[config.mk]
export PLATFORM = sky130hd
export DESIGN_NAME = cdcp_command_port
export DESIGN_NICKNAME = d
export VERILOG_FILES = /design/src/hw/cdcp_pkg.sv /design/src/hw/cdcp_two_entry_buffer.sv /design/src/hw/cdcp_command_port.sv
export VERILOG_INCLUDE_DIRS = /design/src /design/src/hw
export SDC_FILE = /design/constraint.sdc
export NUM_CORES = 2
export LEC_CHECK = 0
export BUFFER_PORTS_ARGS = -buffer_cell sky130_fd_sc_hd__clkbuf_2
export CAP_MARGIN = 30
export CORE_ASPECT_RATIO = 1.75
export CORE_MARGIN = 3
export CORE_UTILIZATION = 25
export DETAILED_ROUTE_END_ITERATION = 7
export PLACE_DENSITY = 0.46
export SETUP_SLACK_MARGIN = 0.15
export SYNTH_ARGS = -nofsm -noshare
export SYNTH_HDL_FRONTEND = slang
export SYNTH_SLANG_ARGS = --single-unit
[constraint.sdc]
create_clock -name clock -period 5.7 [get_ports clock]
set_input_delay 1.14 -clock clock [delete_from_list [all_inputs] [get_ports clock]]
set_output_delay 1.14 -clock clock [all_outputs]
set_load 0.02 [all_outputs]
[src/hw/cdcp_cfg.svh]
// constants for the character display command port
`ifndef CDCP_CFG_SVH
`define CDCP_CFG_SVH

// clock and execution timing
`define CDCP_CLK_MHZ 250
`define CDCP_CLR_TIME_NS 6200000
`define CDCP_CLR_CYCLES ((`CDCP_CLR_TIME_NS * `CDCP_CLK_MHZ) / 1000)
`define CDCP_EXEC_TIME_NS 40
`define CDCP_EXEC_CYCLES (((`CDCP_EXEC_TIME_NS * `CDCP_CLK_MHZ) + 999) / 1000)
`define CDCP_CNT_W 21

// memories and buffer
`define CDCP_TEXT_DEPTH 128
`define CDCP_GLYPH_DEPTH 64
`define CDCP_BLANK_CODE 8'h20
`define CDCP_BUF_WIDTH 10
`define CDCP_SERIAL_BITS 4'hA

// instruction codes and prefixes
`define CDCP_OP_CLEAR 8'h01
`define CDCP_OP_NONE 8'h00
`define CDCP_OP_HOME 7'h01
`define CDCP_OP_ENTRY 6'h01
`define CDCP_OP_CTRL 5'h01
`define CDCP_OP_SHIFT 4'h1
`define CDCP_OP_FUNC 3'h1
`define CDCP_OP_GADDR 2'h1
`define CDCP_SUB_SHIFT 2'h0
`define CDCP_SUB_MODE 2'h3

// field positions
`define CDCP_BIT_SC 3
`define CDCP_BIT_RL 2
`define CDCP_BIT_DL 4

// reset values
`define CDCP_PIN_RST 16'h1802
`define CDCP_RST_WIDE 1'b1
`define CDCP_RST_INC 1'b1
`define CDCP_RST_POWER 1'b0

`endif

[src/hw/cdcp_pkg.sv]
// types for the character display command port
package cdcp_pkg;

	typedef enum logic [2:0] {
		CDCP_IDLE = 3'h1,
		CDCP_RUN = 3'h2,
		CDCP_CLR = 3'h4
	} cdcp_state_t;

	typedef enum logic [1:0] {
		CDCP_BUS_8080 = 2'h0,
		CDCP_BUS_6800 = 2'h1,
		CDCP_BUS_SERIAL = 2'h2
	} cdcp_bus_t;

endpackage

[src/hw/cdcp_two_entry_buffer.sv]
// two-entry valid/ready buffer between host front end and executor
`timescale 1ns/1ps
`default_nettype none

module cdcp_two_entry_buffer
#(
	parameter int unsigned WIDTH = 10
)
(
	input wire logic clock,
	input wire logic nrst,
	input wire logic inValid,
	input wire logic [WIDTH-1:0] inData,
	output logic inReady,
	output logic outValid,
	output logic [WIDTH-1:0] outData,
	input wire logic outReady
);

	logic [WIDTH-1:0] slot0;
	logic [WIDTH-1:0] slot1;
	logic [1:0] count;
	logic push;
	logic pop;

	// handshake terms, head entry always in slot0
	assign inReady = (count != 2'h2);
	assign outValid = (count != 2'h0);
	assign outData = slot0;
	assign push = inValid && inReady;
	assign pop = outValid && outReady;

	// occupancy
	always_ff @(posedge clock or negedge nrst)
	begin
		if (!nrst)
			count <= 2'h0;
		else if (push && !pop)
			count <= count + 2'h1;
		else if (pop && !push)
			count <= count - 2'h1;
	end

	// storage, slot1 moves forward on pop
	always_ff @(posedge clock or negedge nrst)
	begin
		if (!nrst)
		begin
			slot0 <= '0;
			slot1 <= '0;
		end
		else
		begin
			if (pop)
				slot0 <= (count == 2'h2) ? slot1 : inData;
			else if (push && count == 2'h0)
				slot0 <= inData;
			if (push && !pop && count == 2'h1)
				slot1 <= inData;
		end
	end

endmodule
`default_nettype wire

[src/hw/cdcp_command_port.sv]
// host command interpreter of the character display controller
`timescale 1ns/1ps
`default_nettype none
`include "cdcp_cfg.svh"
// Functional notes
// - only instruction and data registers are host visible
// - while busy only status read is accepted
// - busy stays high for whole execution
// - clear blanks text, zeroes address counter
// - home zeroes counter and shift, keeps text
// - entry mode latches direction and shift
// - display control latches display, cursor, blink
// - shift moves cursor or display, RAM untouched
// - mode/power latches graphic mode and power
// - function set latches width, lines, font, table
// - glyph address load selects glyph RAM
// - text address load selects text RAM
// - status read returns busy and counter
// - data write stores into selected RAM
// - data read returns selected RAM byte
// - counter steps after each data write
// - entry shift happens with a text RAM data write or read
// - 8080, 6800 or serial host transfers
// - stepped counter visible after busy clears
// - direction bit chooses increment or decrement
// - shift codes: cursor step or display shift
// - clear forces increment, keeps shift bit
module cdcp_command_port
#(
	parameter int unsigned CLEAR_CYCLES = `CDCP_CLR_CYCLES
)
(
	input wire logic clock,
	input wire logic nrst,
	input wire logic [1:0] busModePin,
	input wire logic registerSelect,
	input wire logic writeStrobePin,
	input wire logic enableReadStrobePin,
	input wire logic [7:0] dataIn,
	output logic [7:0] dataOut,
	output logic dataOe,
	input wire logic serialClockPin,
	input wire logic serialSelectN,
	input wire logic serialInPin,
	output logic serialOutPin,
	output logic serialOutOe,
	output logic busyIndication,
	output logic [6:0] addressCounter,
	output logic glyphRamSelected,
	output logic displayOn,
	output logic cursorOn,
	output logic blinkOn,
	output logic entryIncrement,
	output logic entryShift,
	output logic graphicMode,
	output logic powerOn,
	output logic busWidthSelect,
	output logic twoLines,
	output logic tallFont,
	output logic glyphTableHi,
	output logic glyphTableLo,
	output logic [6:0] displayShift
);

	logic [15:0] pinS1, pinS2, pinS3, pinF;
	cdcp_pkg::cdcp_bus_t busMode;
	logic rsF, wrF, rdF, sclkF, sselF, sinF;
	logic [7:0] dF;
	logic parActive, parRnw, prevActive, armed, parEnd, parEv;
	logic capRs, capRnw, nibblePhase;
	logic [7:0] capData;
	logic [3:0] hiNibble;
	logic sclkPrev, serRise, serEv;
	logic [3:0] bitCnt;
	logic [9:0] shiftIn;
	logic [7:0] outShift;
	logic evValid, evRs, evRnw, pushReq, bufPush, bufInReady, bufOutValid, bufPop;
	logic [7:0] evData, qD, ramRd, readByte, lastCmd;
	logic [9:0] bufOut;
	logic qRs, qRnw, popCmd;
	logic isClear, isHome, isEntry, isCtrl, isShift, isModePwr, isFunc;
	logic isGlyphAdr, isTextAdr, isWrite, isRead;
	logic [6:0] ac;
	logic [7:0] clrIdx;
	logic [`CDCP_CNT_W-1:0] cnt;
	cdcp_pkg::cdcp_state_t state;
	logic [7:0] textRam [`CDCP_TEXT_DEPTH];
	logic [7:0] glyphRam [`CDCP_GLYPH_DEPTH];

	// counter step with wrap inside the selected RAM
	function automatic logic [6:0] stepAc(input logic [6:0] a, input logic up, input logic glyph);
		logic [6:0] n;
		n = up ? a + 7'h01 : a - 7'h01;
		stepAc = glyph ? {1'b0, n[5:0]} : n;
	endfunction

	// three-stage pin synchroniser, a change counts once stages two and three agree
	always_ff @(posedge clock or negedge nrst)
	begin
		if (!nrst)
		begin
			pinS1 <= `CDCP_PIN_RST;
			pinS2 <= `CDCP_PIN_RST;
			pinS3 <= `CDCP_PIN_RST;
			pinF <= `CDCP_PIN_RST;
		end
		else
		begin
			pinS1 <= {busModePin, registerSelect, writeStrobePin, enableReadStrobePin,
				dataIn, serialClockPin, serialSelectN, serialInPin};
			pinS2 <= pinS1;
			pinS3 <= pinS2;
			pinF <= (~(pinS2 ^ pinS3) & pinS3) | ((pinS2 ^ pinS3) & pinF);
		end
	end

	assign busMode = cdcp_pkg::cdcp_bus_t'(pinF[15:14]);
	assign rsF = pinF[13];
	assign wrF = pinF[12];
	assign rdF = pinF[11];
	assign dF = pinF[10:3];
	assign sclkF = pinF[2];
	assign sselF = pinF[1];
	assign sinF = pinF[0];

	// parallel strobes: 6800 uses enable plus read/write, 8080 two low strobes
	always_comb
	begin
		parActive = 1'b0;
		parRnw = 1'b0;
		case (busMode)
			cdcp_pkg::CDCP_BUS_6800:
			begin
				parActive = rdF;
				parRnw = wrF;
			end
			cdcp_pkg::CDCP_BUS_8080:
			begin
				parActive = !wrF || !rdF;
				parRnw = !rdF;
			end
			default:
			begin
				parActive = 1'b0;
				parRnw = 1'b0;
			end
		endcase
	end

	assign parEnd = armed && prevActive && !parActive;
	assign parEv = parEnd && (busWidthSelect || nibblePhase);

	// capture select, direction and data while the strobe is active
	always_ff @(posedge clock or negedge nrst)
	begin
		if (!nrst)
		begin
			prevActive <= 1'b1;
			armed <= 1'b0;
			capRs <= 1'b0;
			capRnw <= 1'b0;
			capData <= 8'h00;
		end
		else
		begin
			prevActive <= parActive;
			if (!prevActive && parActive)
				armed <= 1'b1;
			else if (parEnd)
				armed <= 1'b0;
			if (parActive)
			begin
				capRs <= rsF;
				capRnw <= parRnw;
				capData <= dF;
			end
		end
	end

	// four-bit mode nibble pairing, high nibble first on the upper lines
	always_ff @(posedge clock or negedge nrst)
	begin
		if (!nrst)
		begin
			nibblePhase <= 1'b0;
			hiNibble <= 4'h0;
		end
		else if (busWidthSelect)
			nibblePhase <= 1'b0;
		else if (parEnd)
		begin
			nibblePhase <= !nibblePhase;
			if (!nibblePhase)
				hiNibble <= capData[7:4];
		end
	end

	// serial frame: select, read/write, then eight data bits, msb first
	assign serRise = sclkF && !sclkPrev && !sselF && busMode == cdcp_pkg::CDCP_BUS_SERIAL;
	assign serEv = serRise && bitCnt == `CDCP_SERIAL_BITS - 4'h1;

	always_ff @(posedge clock or negedge nrst)
	begin
		if (!nrst)
		begin
			sclkPrev <= 1'b0;
			bitCnt <= 4'h0;
			shiftIn <= 10'h000;
			outShift <= 8'h00;
		end
		else
		begin
			sclkPrev <= sclkF;
			if (sselF)
				bitCnt <= 4'h0;
			else if (serRise)
			begin
				shiftIn <= {shiftIn[8:0], sinF};
				bitCnt <= (bitCnt == `CDCP_SERIAL_BITS) ? 4'h1 : bitCnt + 4'h1;
				if (bitCnt == 4'h1 && sinF)
					outShift <= shiftIn[0] ? ramRd : {busyIndication, addressCounter};
				else if (bitCnt >= 4'h2)
					outShift <= {outShift[6:0], 1'b0};
			end
		end
	end

	// one event stream from whichever port completed a transfer
	assign evValid = parEv || serEv;
	assign evRs = serEv ? shiftIn[8] : capRs;
	assign evRnw = serEv ? shiftIn[7] : capRnw;
	assign evData = serEv ? {shiftIn[6:0], sinF} : (busWidthSelect ? capData :
		{hiNibble, capData[7:4]});
	// status reads need no work, everything else is dropped while busy
	assign pushReq = evValid && !(!evRs && evRnw);
	assign bufPush = pushReq && !busyIndication && bufInReady;

	cdcp_two_entry_buffer #(
		.WIDTH(`CDCP_BUF_WIDTH)
	) u_buffer (
		.clock(clock),
		.nrst(nrst),
		.inValid(bufPush),
		.inData({evRs, evRnw, evData}),
		.inReady(bufInReady),
		.outValid(bufOutValid),
		.outData(bufOut),
		.outReady(state == cdcp_pkg::CDCP_IDLE)
	);

	// instruction decode of the popped word
	assign bufPop = bufOutValid && state == cdcp_pkg::CDCP_IDLE;
	assign qRs = bufOut[9];
	assign qRnw = bufOut[8];
	assign qD = bufOut[7:0];
	assign popCmd = bufPop && !qRs && !qRnw;
	assign isClear = popCmd && qD == `CDCP_OP_CLEAR;
	assign isHome = popCmd && qD[7:1] == `CDCP_OP_HOME;
	assign isEntry = popCmd && qD[7:2] == `CDCP_OP_ENTRY;
	assign isCtrl = popCmd && qD[7:3] == `CDCP_OP_CTRL;
	assign isShift = popCmd && qD[7:4] == `CDCP_OP_SHIFT && qD[1:0] == `CDCP_SUB_SHIFT;
	assign isModePwr = popCmd && qD[7:4] == `CDCP_OP_SHIFT && qD[1:0] == `CDCP_SUB_MODE;
	assign isFunc = popCmd && qD[7:5] == `CDCP_OP_FUNC;
	assign isGlyphAdr = popCmd && qD[7:6] == `CDCP_OP_GADDR;
	assign isTextAdr = popCmd && qD[7];
	assign isWrite = bufPop && qRs && !qRnw;
	assign isRead = bufPop && qRs && qRnw;
	assign busyIndication = (state != cdcp_pkg::CDCP_IDLE) || bufOutValid;

	// execution sequencer, clear also sweeps blanks through text RAM
	always_ff @(posedge clock or negedge nrst)
	begin
		if (!nrst)
		begin
			state <= cdcp_pkg::CDCP_IDLE;
			cnt <= '0;
			clrIdx <= 8'h00;
		end
		else
		begin
			case (state)
				cdcp_pkg::CDCP_IDLE:
				begin
					if (isClear)
					begin
						state <= cdcp_pkg::CDCP_CLR;
						cnt <= `CDCP_CNT_W'(CLEAR_CYCLES);
						clrIdx <= 8'h00;
					end
					else if (bufPop)
					begin
						state <= cdcp_pkg::CDCP_RUN;
						cnt <= `CDCP_CNT_W'(`CDCP_EXEC_CYCLES);
					end
				end
				cdcp_pkg::CDCP_RUN:
				begin
					if (cnt <= `CDCP_CNT_W'(1))
						state <= cdcp_pkg::CDCP_IDLE;
					else
						cnt <= cnt - `CDCP_CNT_W'(1);
				end
				cdcp_pkg::CDCP_CLR:
				begin
					if (!clrIdx[7])
						clrIdx <= clrIdx + 8'h01;
					if (cnt > `CDCP_CNT_W'(1))
						cnt <= cnt - `CDCP_CNT_W'(1);
					else if (clrIdx[7])
						state <= cdcp_pkg::CDCP_IDLE;
				end
				default:
					state <= cdcp_pkg::CDCP_IDLE;
			endcase
		end
	end

	// mode latches set by instructions
	always_ff @(posedge clock or negedge nrst)
	begin
		if (!nrst)
		begin
			entryIncrement <= `CDCP_RST_INC;
			entryShift <= 1'b0;
			{displayOn, cursorOn, blinkOn} <= 3'h0;
			graphicMode <= 1'b0;
			powerOn <= `CDCP_RST_POWER;
			busWidthSelect <= `CDCP_RST_WIDE;
			{twoLines, tallFont, glyphTableHi, glyphTableLo} <= 4'h0;
		end
		else
		begin
			if (isClear)
				entryIncrement <= 1'b1;
			else if (isEntry)
			begin
				entryIncrement <= qD[1];
				entryShift <= qD[0];
			end
			if (isCtrl)
				{displayOn, cursorOn, blinkOn} <= qD[2:0];
			if (isModePwr)
			begin
				graphicMode <= qD[`CDCP_BIT_SC];
				powerOn <= qD[`CDCP_BIT_RL];
			end
			if (isFunc)
			begin
				busWidthSelect <= qD[`CDCP_BIT_DL];
				{twoLines, tallFont, glyphTableHi, glyphTableLo} <= qD[3:0];
			end
		end
	end

	// address counter, RAM target and display shift offset
	always_ff @(posedge clock or negedge nrst)
	begin
		if (!nrst)
		begin
			ac <= 7'h00;
			glyphRamSelected <= 1'b0;
			displayShift <= 7'h00;
		end
		else if (isClear || isHome)
		begin
			ac <= 7'h00;
			glyphRamSelected <= 1'b0;
			displayShift <= 7'h00;
		end
		else if (isGlyphAdr)
		begin
			ac <= {1'b0, qD[5:0]};
			glyphRamSelected <= 1'b1;
		end
		else if (isTextAdr)
		begin
			ac <= qD[6:0];
			glyphRamSelected <= 1'b0;
		end
		else if (isShift && !qD[`CDCP_BIT_SC])
			ac <= stepAc(ac, qD[`CDCP_BIT_RL], glyphRamSelected);
		else if (isShift)
			displayShift <= qD[`CDCP_BIT_RL] ? displayShift + 7'h01 : displayShift - 7'h01;
		else if (isWrite || isRead)
		begin
			ac <= stepAc(ac, entryIncrement, glyphRamSelected);
			if (entryShift && !glyphRamSelected)
				displayShift <= entryIncrement ? displayShift - 7'h01 : displayShift + 7'h01;
		end
	end

	// text and glyph RAM writes
	always_ff @(posedge clock)
	begin
		if (state == cdcp_pkg::CDCP_CLR && !clrIdx[7])
			textRam[clrIdx[6:0]] <= `CDCP_BLANK_CODE;
		else if (isWrite && !glyphRamSelected)
			textRam[ac] <= qD;
		if (isWrite && glyphRamSelected)
			glyphRam[ac[5:0]] <= qD;
	end

	// read path: RAM prefetch, visible counter and pin data register
	assign readByte = rsF ? ramRd : {busyIndication, addressCounter};
	assign dataOe = parActive && parRnw;
	assign serialOutOe = !sselF && busMode == cdcp_pkg::CDCP_BUS_SERIAL;
	assign serialOutPin = outShift[7];

	always_ff @(posedge clock or negedge nrst)
	begin
		if (!nrst)
		begin
			ramRd <= 8'h00;
			addressCounter <= 7'h00;
			dataOut <= 8'h00;
			lastCmd <= 8'h00;
		end
		else
		begin
			ramRd <= glyphRamSelected ? glyphRam[ac[5:0]] : textRam[ac];
			if (!busyIndication)
				addressCounter <= ac;
			dataOut <= busWidthSelect ? readByte :
				{(nibblePhase ? readByte[3:0] : readByte[7:4]), 4'h0};
			lastCmd <= qD;
		end
	end
endmodule
`default_nettype wire

Word level (Yosys, flattened, before mapping)
Memories as Yosys holds them, arrays and structs flattened.
Cells that the tools add are included.
- register bits: 207
- RAM bits: 1536
- logic and storage cells: 260
- memory bits (read-only): 0
- memories: 2
- bits in latches: 0
- divide/modulo/power cells: 0
- multiplexer cells: 73
- magnitude comparators: 3
- equality and inequality tests: 32
- reduce and logical (&&, ||, !) cells: 92
- bitwise operators: 9
- $add $sub $neg: 9
- shift-type cells: 0
- multipliers: 0
- memory list (name ; depth ; bits a word ; read ports ; clocked after Yosys merged registers in ; wr ports ; line ; RTL):
    textRam ; 128 ; 8 ; 1 ; 0 ; 1 ; cdcp_command_port.sv:87 ; logic [7:0] textRam [`CDCP_TEXT_DEPTH];
    glyphRam ; 64 ; 8 ; 1 ; 0 ; 1 ; cdcp_command_port.sv:88 ; logic [7:0] glyphRam [`CDCP_GLYPH_DEPTH];
- operator list (cell ; number):
    7-bit 2-to-1 mux ; 20
    8-bit 2-to-1 mux ; 11
    21-bit 2-to-1 mux ; 4
    21-bit case mux with 3 select lines ; 1
    1-bit logical AND ; 41
    16-bit bitwise AND ; 2
    10-bit 2-to-1 mux ; 3
    21-bit by 1-bit > comparator with 1-bit output, second input constant ; 1
    21-bit by 1-bit less-or-equal comparator with 1-bit output, second input constant ; 1
    21-bit by 1-bit subtractor with 21-bit output, second input constant ; 1
    1-bit 2-to-1 mux ; 19
    2-bit inequality test, second input constant ; 9
    2-bit nonzero test ; 9
    1-bit logical NOT ; 17
    4-bit 2-to-1 mux ; 4
    16-bit NOT ; 1
    16-bit bitwise OR ; 1
    8-bit case mux with 2 select lines ; 1
    16-bit bitwise XOR ; 1
    3-bit 2-to-1 mux ; 5
    7-bit by 1-bit adder with 7-bit output, second input constant ; 2
    7-bit by 1-bit subtractor with 7-bit output, second input constant ; 2
    3-bit nonzero test ; 4
    3-bit case mux with 3 select lines ; 1
    31 further kinds ; 57

Longest topological paths before layout
- word-level depth: 17
- gate-level depth with buffers: 13

Modules after synthesis
Synthesis repeated with hierarchy kept, for this count alone.
- cell total of the unflattened synthesis: 4171
- area, all modules: 69283.9 um2
- by module, submodules not included (module ; cells an instance ; area each (um2) ; instances ; sequential area each (um2)):
    cdcp_command_port ; 4093 ; 68249.2 ; 1 ; 50773.7
    cdcp_two_entry_buffer ; 78 ; 1034.7 ; 1 ; 550.5

Worst setup path after synthesis
No wires, ideal clock.
- path kind: reg2reg
- from: register u_buffer.slot0[2] (netlist: u_buffer.outData[2])
- to: memory textRam[0][2], data pin
- required time: 4902 ps
- path slack: 395 ps
- cell stages (with the launch flop): 4
- path buffers: 1
- arrival: 4507 ps
- path through: dfrtp_1 clkbuf_1 inv_1 nor2_1
- cells in the longest elaborated chain, start to end: 1
- ends and longest elaborated chain (what ; line ; RTL):
    from (decl) ; cdcp_two_entry_buffer.sv:20 ; logic [WIDTH-1:0] slot0;
    from (signal assigned) ; cdcp_two_entry_buffer.sv:55 ; slot0 <= (count == 2'h2) ? slot1 : inData;
    from (signal assigned) ; cdcp_two_entry_buffer.sv:57 ; slot0 <= inData;
    8-bit 2-to-1 mux (no source line) ; - ;
    to (decl) ; cdcp_command_port.sv:87 ;
Every way passes these cells.

Final worst setup path
- from: register ac[0]
- to: register ramRd[5]
- cells in the longest elaborated chain, start to end: 2
- elaborated cells on any way between the ends: 3
- classes of those cells: mux: 1; memory: 2
- ends and longest elaborated chain (what ; line ; RTL):
    from (decl) ; cdcp_command_port.sv:83 ; logic [6:0] ac;
    from (signal assigned) ; cdcp_command_port.sv:372 ; ac <= {1'b0, qD[5:0]};
    from (signal assigned) ; cdcp_command_port.sv:377 ; ac <= qD[6:0];
    from (signal assigned) ; cdcp_command_port.sv:381 ; ac <= stepAc(ac, qD[`CDCP_BIT_RL], glyphRamSelected);
    memory read 128 x 8 bit / memory read 64 x 8 bit (equally long branches) ; - ;
    8-bit 2-to-1 mux (*) ; cdcp_command_port.sv:420 ; ramRd <= glyphRamSelected ? glyphRam[ac[5:0]] : textRam[ac];
    to (signal assigned) ; cdcp_command_port.sv:420 ;
    to (decl) ; cdcp_command_port.sv:78 ; logic [7:0] evData, qD, ramRd, readByte, lastCmd;
Mark *: on every way between the ends. The rest lies on a longest branch, timed or not.
A chain may end at the register's enable or synchronous reset.

==> metrics list <==
- Number of global-route vias before repair: roughly 42000
* Pwr per Cell Area: between 400 and 500 nW/µm²
- Mean routed wirelength per cell: 31.1 µm
- Clock tree from TritonCTS: built
- The worst register-to-register path has a depth of 9.
* Count of unique library cells instantiated by Yosys: 90
* Post-Syn Instances: approximately 4200
* Endpoint arrival time on the critical path: ~4900 ps
- The clock passes through at most 4 buffers.
* Cell row count: between 200 and 300
* Slew @ Worst Pin: roughly 1300 ps
- Result of the run: finished, final reports clean
* Nature of the critical path startpoint: register
- For this run, the detailed router's first-pass iteration total came to 5.
- In the layout the commonest cells are sky130_fd_sc_hd__edfxtp_1, sky130_fd_sc_hd__nor2_1, sky130_fd_sc_hd__nand2_1, sky130_fd_sc_hd__buf_4, sky130_fd_sc_hd__mux2i_1.
* Ratio of cells with drive above 1 in the final layout: roughly a fifth
* Number of port buffers: 56
- Summed over all instances, the cell type with the most area after synthesis is sky130_fd_sc_hd__edfxtp_1.
* Fmax: between 200 and 250 MHz
* Number of register bits inferred by synthesis: about 1700
* Insertion delay of the later-clocked pin in the worst-skew pair: about 840 ps
- After floorplanning, the core was sized to cover 277000 µm².
- Summing all multi-input logic gate instances after layout gives 17000 µm².
- Of the post-synthesis cell area, the dominant cell type holds roughly 66%.
- Horiz. Die Dim: a little over 400 µm
* EDFF count, synth: 1536
- After the last flow step, the layout net total stands at ~4400.
- Post-cts resize count: 0
* Clock Skews: 52.4 ps
- CTS Hold Bufs: 0
* Max-capacitance violation count: 0
- Number of hold-slack violations in the final timing report: 0
* Final setup vio count: 0
- The routed layout has 40864 vias.
* Number of design-rule violations left by the first detailed-router iteration: ~3700
- For flop-to-flop paths, the worst setup slack is about 1400 ps.
- The worst path uses 75.0% of the clock period.
* Total standard cell area after synthesis: 69700 µm²
- Setup repair after global routing missed its margin: false
- In this run the remaining antenna-violating nets after routing total 0.
- The tree is rooted in a sky130_fd_sc_hd__clkbuf_16.
- Tot GR Track Use: between 10% and 20%
* Critical path data required time: around 6400 ps
- Wires add up to between 200000 and 300000 µm.
- Wire length of the first global-routing pass: around 350000 µm
* Critical path's slowest cell: sky130_fd_sc_hd__dfrtp_4
- Synth async-reset ratio: around an eighth
* Most common cell after layout, fill and taps aside: sky130_fd_sc_hd__edfxtp_1
- Post-Route Hold Slack: 343 ps
- FF/Latch Area: ~50000 µm²
- Num Clock Sinks: about 1700
- Yosys Warn Count: 0
- In this run the worst path has a maximum fanout of between 40 and 50.
- Walking the worst path, the cells encountered are buf_12 -> buf_4 -> mux4_2 -> nand3_1 -> o21ai_0 -> a2111oi_0 -> buf_4 -> and4_1 -> a211oi_1.
* Grt ovf: 0
- Max_slew headroom: between 10% and 20%
- After synthesis, the cell types taking the most area are sky130_fd_sc_hd__edfxtp_1, sky130_fd_sc_hd__dfrtp_1, sky130_fd_sc_hd__mux4_2.
* Full die area: 285000 µm²
- Ys flop type: sky130_fd_sc_hd__edfxtp_1
- Reg clk slew, reported paths: 70 ps
- Instance count along the most critical hold path: 0
- Final critical-path required period: 4270 ps
* Class of the tightest hold or removal check: reg -> reg
- Post-layout total power: around 0.04 W
* DRC viols: 0
* Total count of max-transition violations in the final report: 0
- Height of the die: around 700 µm
* FILL cells: approximately 27000
- Maximum number of pins on one net before global-route repair: 129
* Number of buffers inserted during clock tree synthesis: about 170
- Slowest cell delay on critical path: 1010 ps
- Avg Cell Area, Syn: roughly 17 µm²
- # H-tree levels: 4
* Starting density of the core: 25.2%
- Synth-to-layout area growth: 15.9%
- Share of synthesized area occupied by flip-flops and latches: around 74%
- Ratio of routed vias to standard cells: between 5 and 6
- The initial antenna violation count is 8.
- Once the clock tree was built, the setup fixing pass inserted 0 buffers.
- Synthesis produced a netlist with a net count of roughly 4200.
- The worst-case IR drop observed on VDD is around 0.00028 V.
- Detailed placement finished with a half-perimeter wire length of 168000 µm.
* Most used cell, CP: sky130_fd_sc_hd__buf_4
* Leakage power: 26.5 nW
- Setup TNS: 0 ps
* Critical Setup Path Class: reg -> reg
* GPL Wtd Cong: 0.925
* Count of pins on the block boundary: between 50 and 60
- STA classifies the critical path endpoint as a register.
==> worst max-delay path: cells and delay by family (launching register included) <==
family	cells	cell delay, ps
compound gates	3	1110
flops	1	1010
buf+inv	3	970
mux	1	540
simple gates	2	450
==> layer usage <==
layer	vias to the layer above	share of wire (%)	global-route usage [%]	wire (µm)
met3	599	4.9	2.45	12400
met4	4	8.7	12.7	21900
li1	16964	-	-	-
met1	21670	34	17.8	84800
met2	1627	53	31.5	132000
met5	-	0.011	0	28
==> synth_stat cells (28+ instances only) <==
cell                        count
sky130_fd_sc_hd__mux4_2       140
sky130_fd_sc_hd__a221oi_1     123
sky130_fd_sc_hd__dfrtp_1      191
sky130_fd_sc_hd__nor2_1       312
sky130_fd_sc_hd__a31oi_1       29
sky130_fd_sc_hd__buf_4         39
sky130_fd_sc_hd__edfxtp_1    1536
sky130_fd_sc_hd__a22oi_1       85
sky130_fd_sc_hd__nor3_1        31
sky130_fd_sc_hd__buf_2        118
sky130_fd_sc_hd__o22ai_1       47
sky130_fd_sc_hd__o2bb2ai_1     28
sky130_fd_sc_hd__a21oi_1      109
sky130_fd_sc_hd__mux2i_1      188
sky130_fd_sc_hd__nand2_1      231
sky130_fd_sc_hd__nand3_1       43
sky130_fd_sc_hd__o21ai_0      147
sky130_fd_sc_hd__a221o_1       48
sky130_fd_sc_hd__clkbuf_1      80
sky130_fd_sc_hd__mux2_2       178
==> cell type report <==
class | instances | share of cell area, %
Timing Repair Buffer | 288 | 2.96
Tap cell | 3598 | 5.57
Clock buffer | 209 | 5.57
Multi-Input combinational cell | 2130 | 21.1
Antenna cell | 4 | 0.0124
Inverter | 27 | 0.135
Sequential cell | 1743 | 63.6
Clock inverter | 85 | 1.11
==> where the power goes <==
group	total (W)	switching, W	internal (W)
logic	0.0122	0.00850	0.00369
registers	0.0155	0.000717	0.0148
clock network	0.0114	0.00497	0.00638
==> cell families (layout without fill, tap and decap cells) <==
kind of cell | Yosys count | count (layout) | share of synthesized area [%]
other cells | 0 | 4 | 0
mux | 510 | 510 | 10.2
fa+ha+maj | 28 | 28 | 0.445
buf+inv | 290 | 609 | 2.13
xor+xnor | 20 | 20 | 0.251
flops | 1743 | 1743 | 73.6
simple gates | 790 | 790 | 5.25
compound gates | 782 | 782 | 8.05
==> state kept, by name, indices dropped and copies added, names as in the netlist, 9 cells and up, named ones only <==
register	cells
pinS2	16
textRam	1024
cnt	21
shiftIn	9
u_buffer.outData	10
u_buffer.slot1	10
pinS3	16
glyphRam	512
pinS1	16
==> stage by stage <==
stage,cells,worst slack [ps],instance area (µm²),utilization (%)
global route,8081,1320,80800,29.2
global placement,7758,1310,75100,27.1
CTS,8073,1450,80700,29.2
detailed placement,7779,1500,75300,27.2
finish,8084,1430,80800,29.2
floorplan,4163,395,69700,-
==> path summary, 6_finish.rpt <==
| path | from | endpoint |
|---|---|---|
| hold reg to reg | pinS1[11] | pinS2[11] |
| setup reg to reg | ac[0] | ramRd[5] |
| setup / recovery | ac[0] | ramRd[5] |
| max in group asynchronous | nrst | async pin |
| min in group asynchronous | nrst | async pin |
| hold / removal | pinS1[11] | pinS2[11] |
Note: power is estimated with default switching activity, not from simulation.
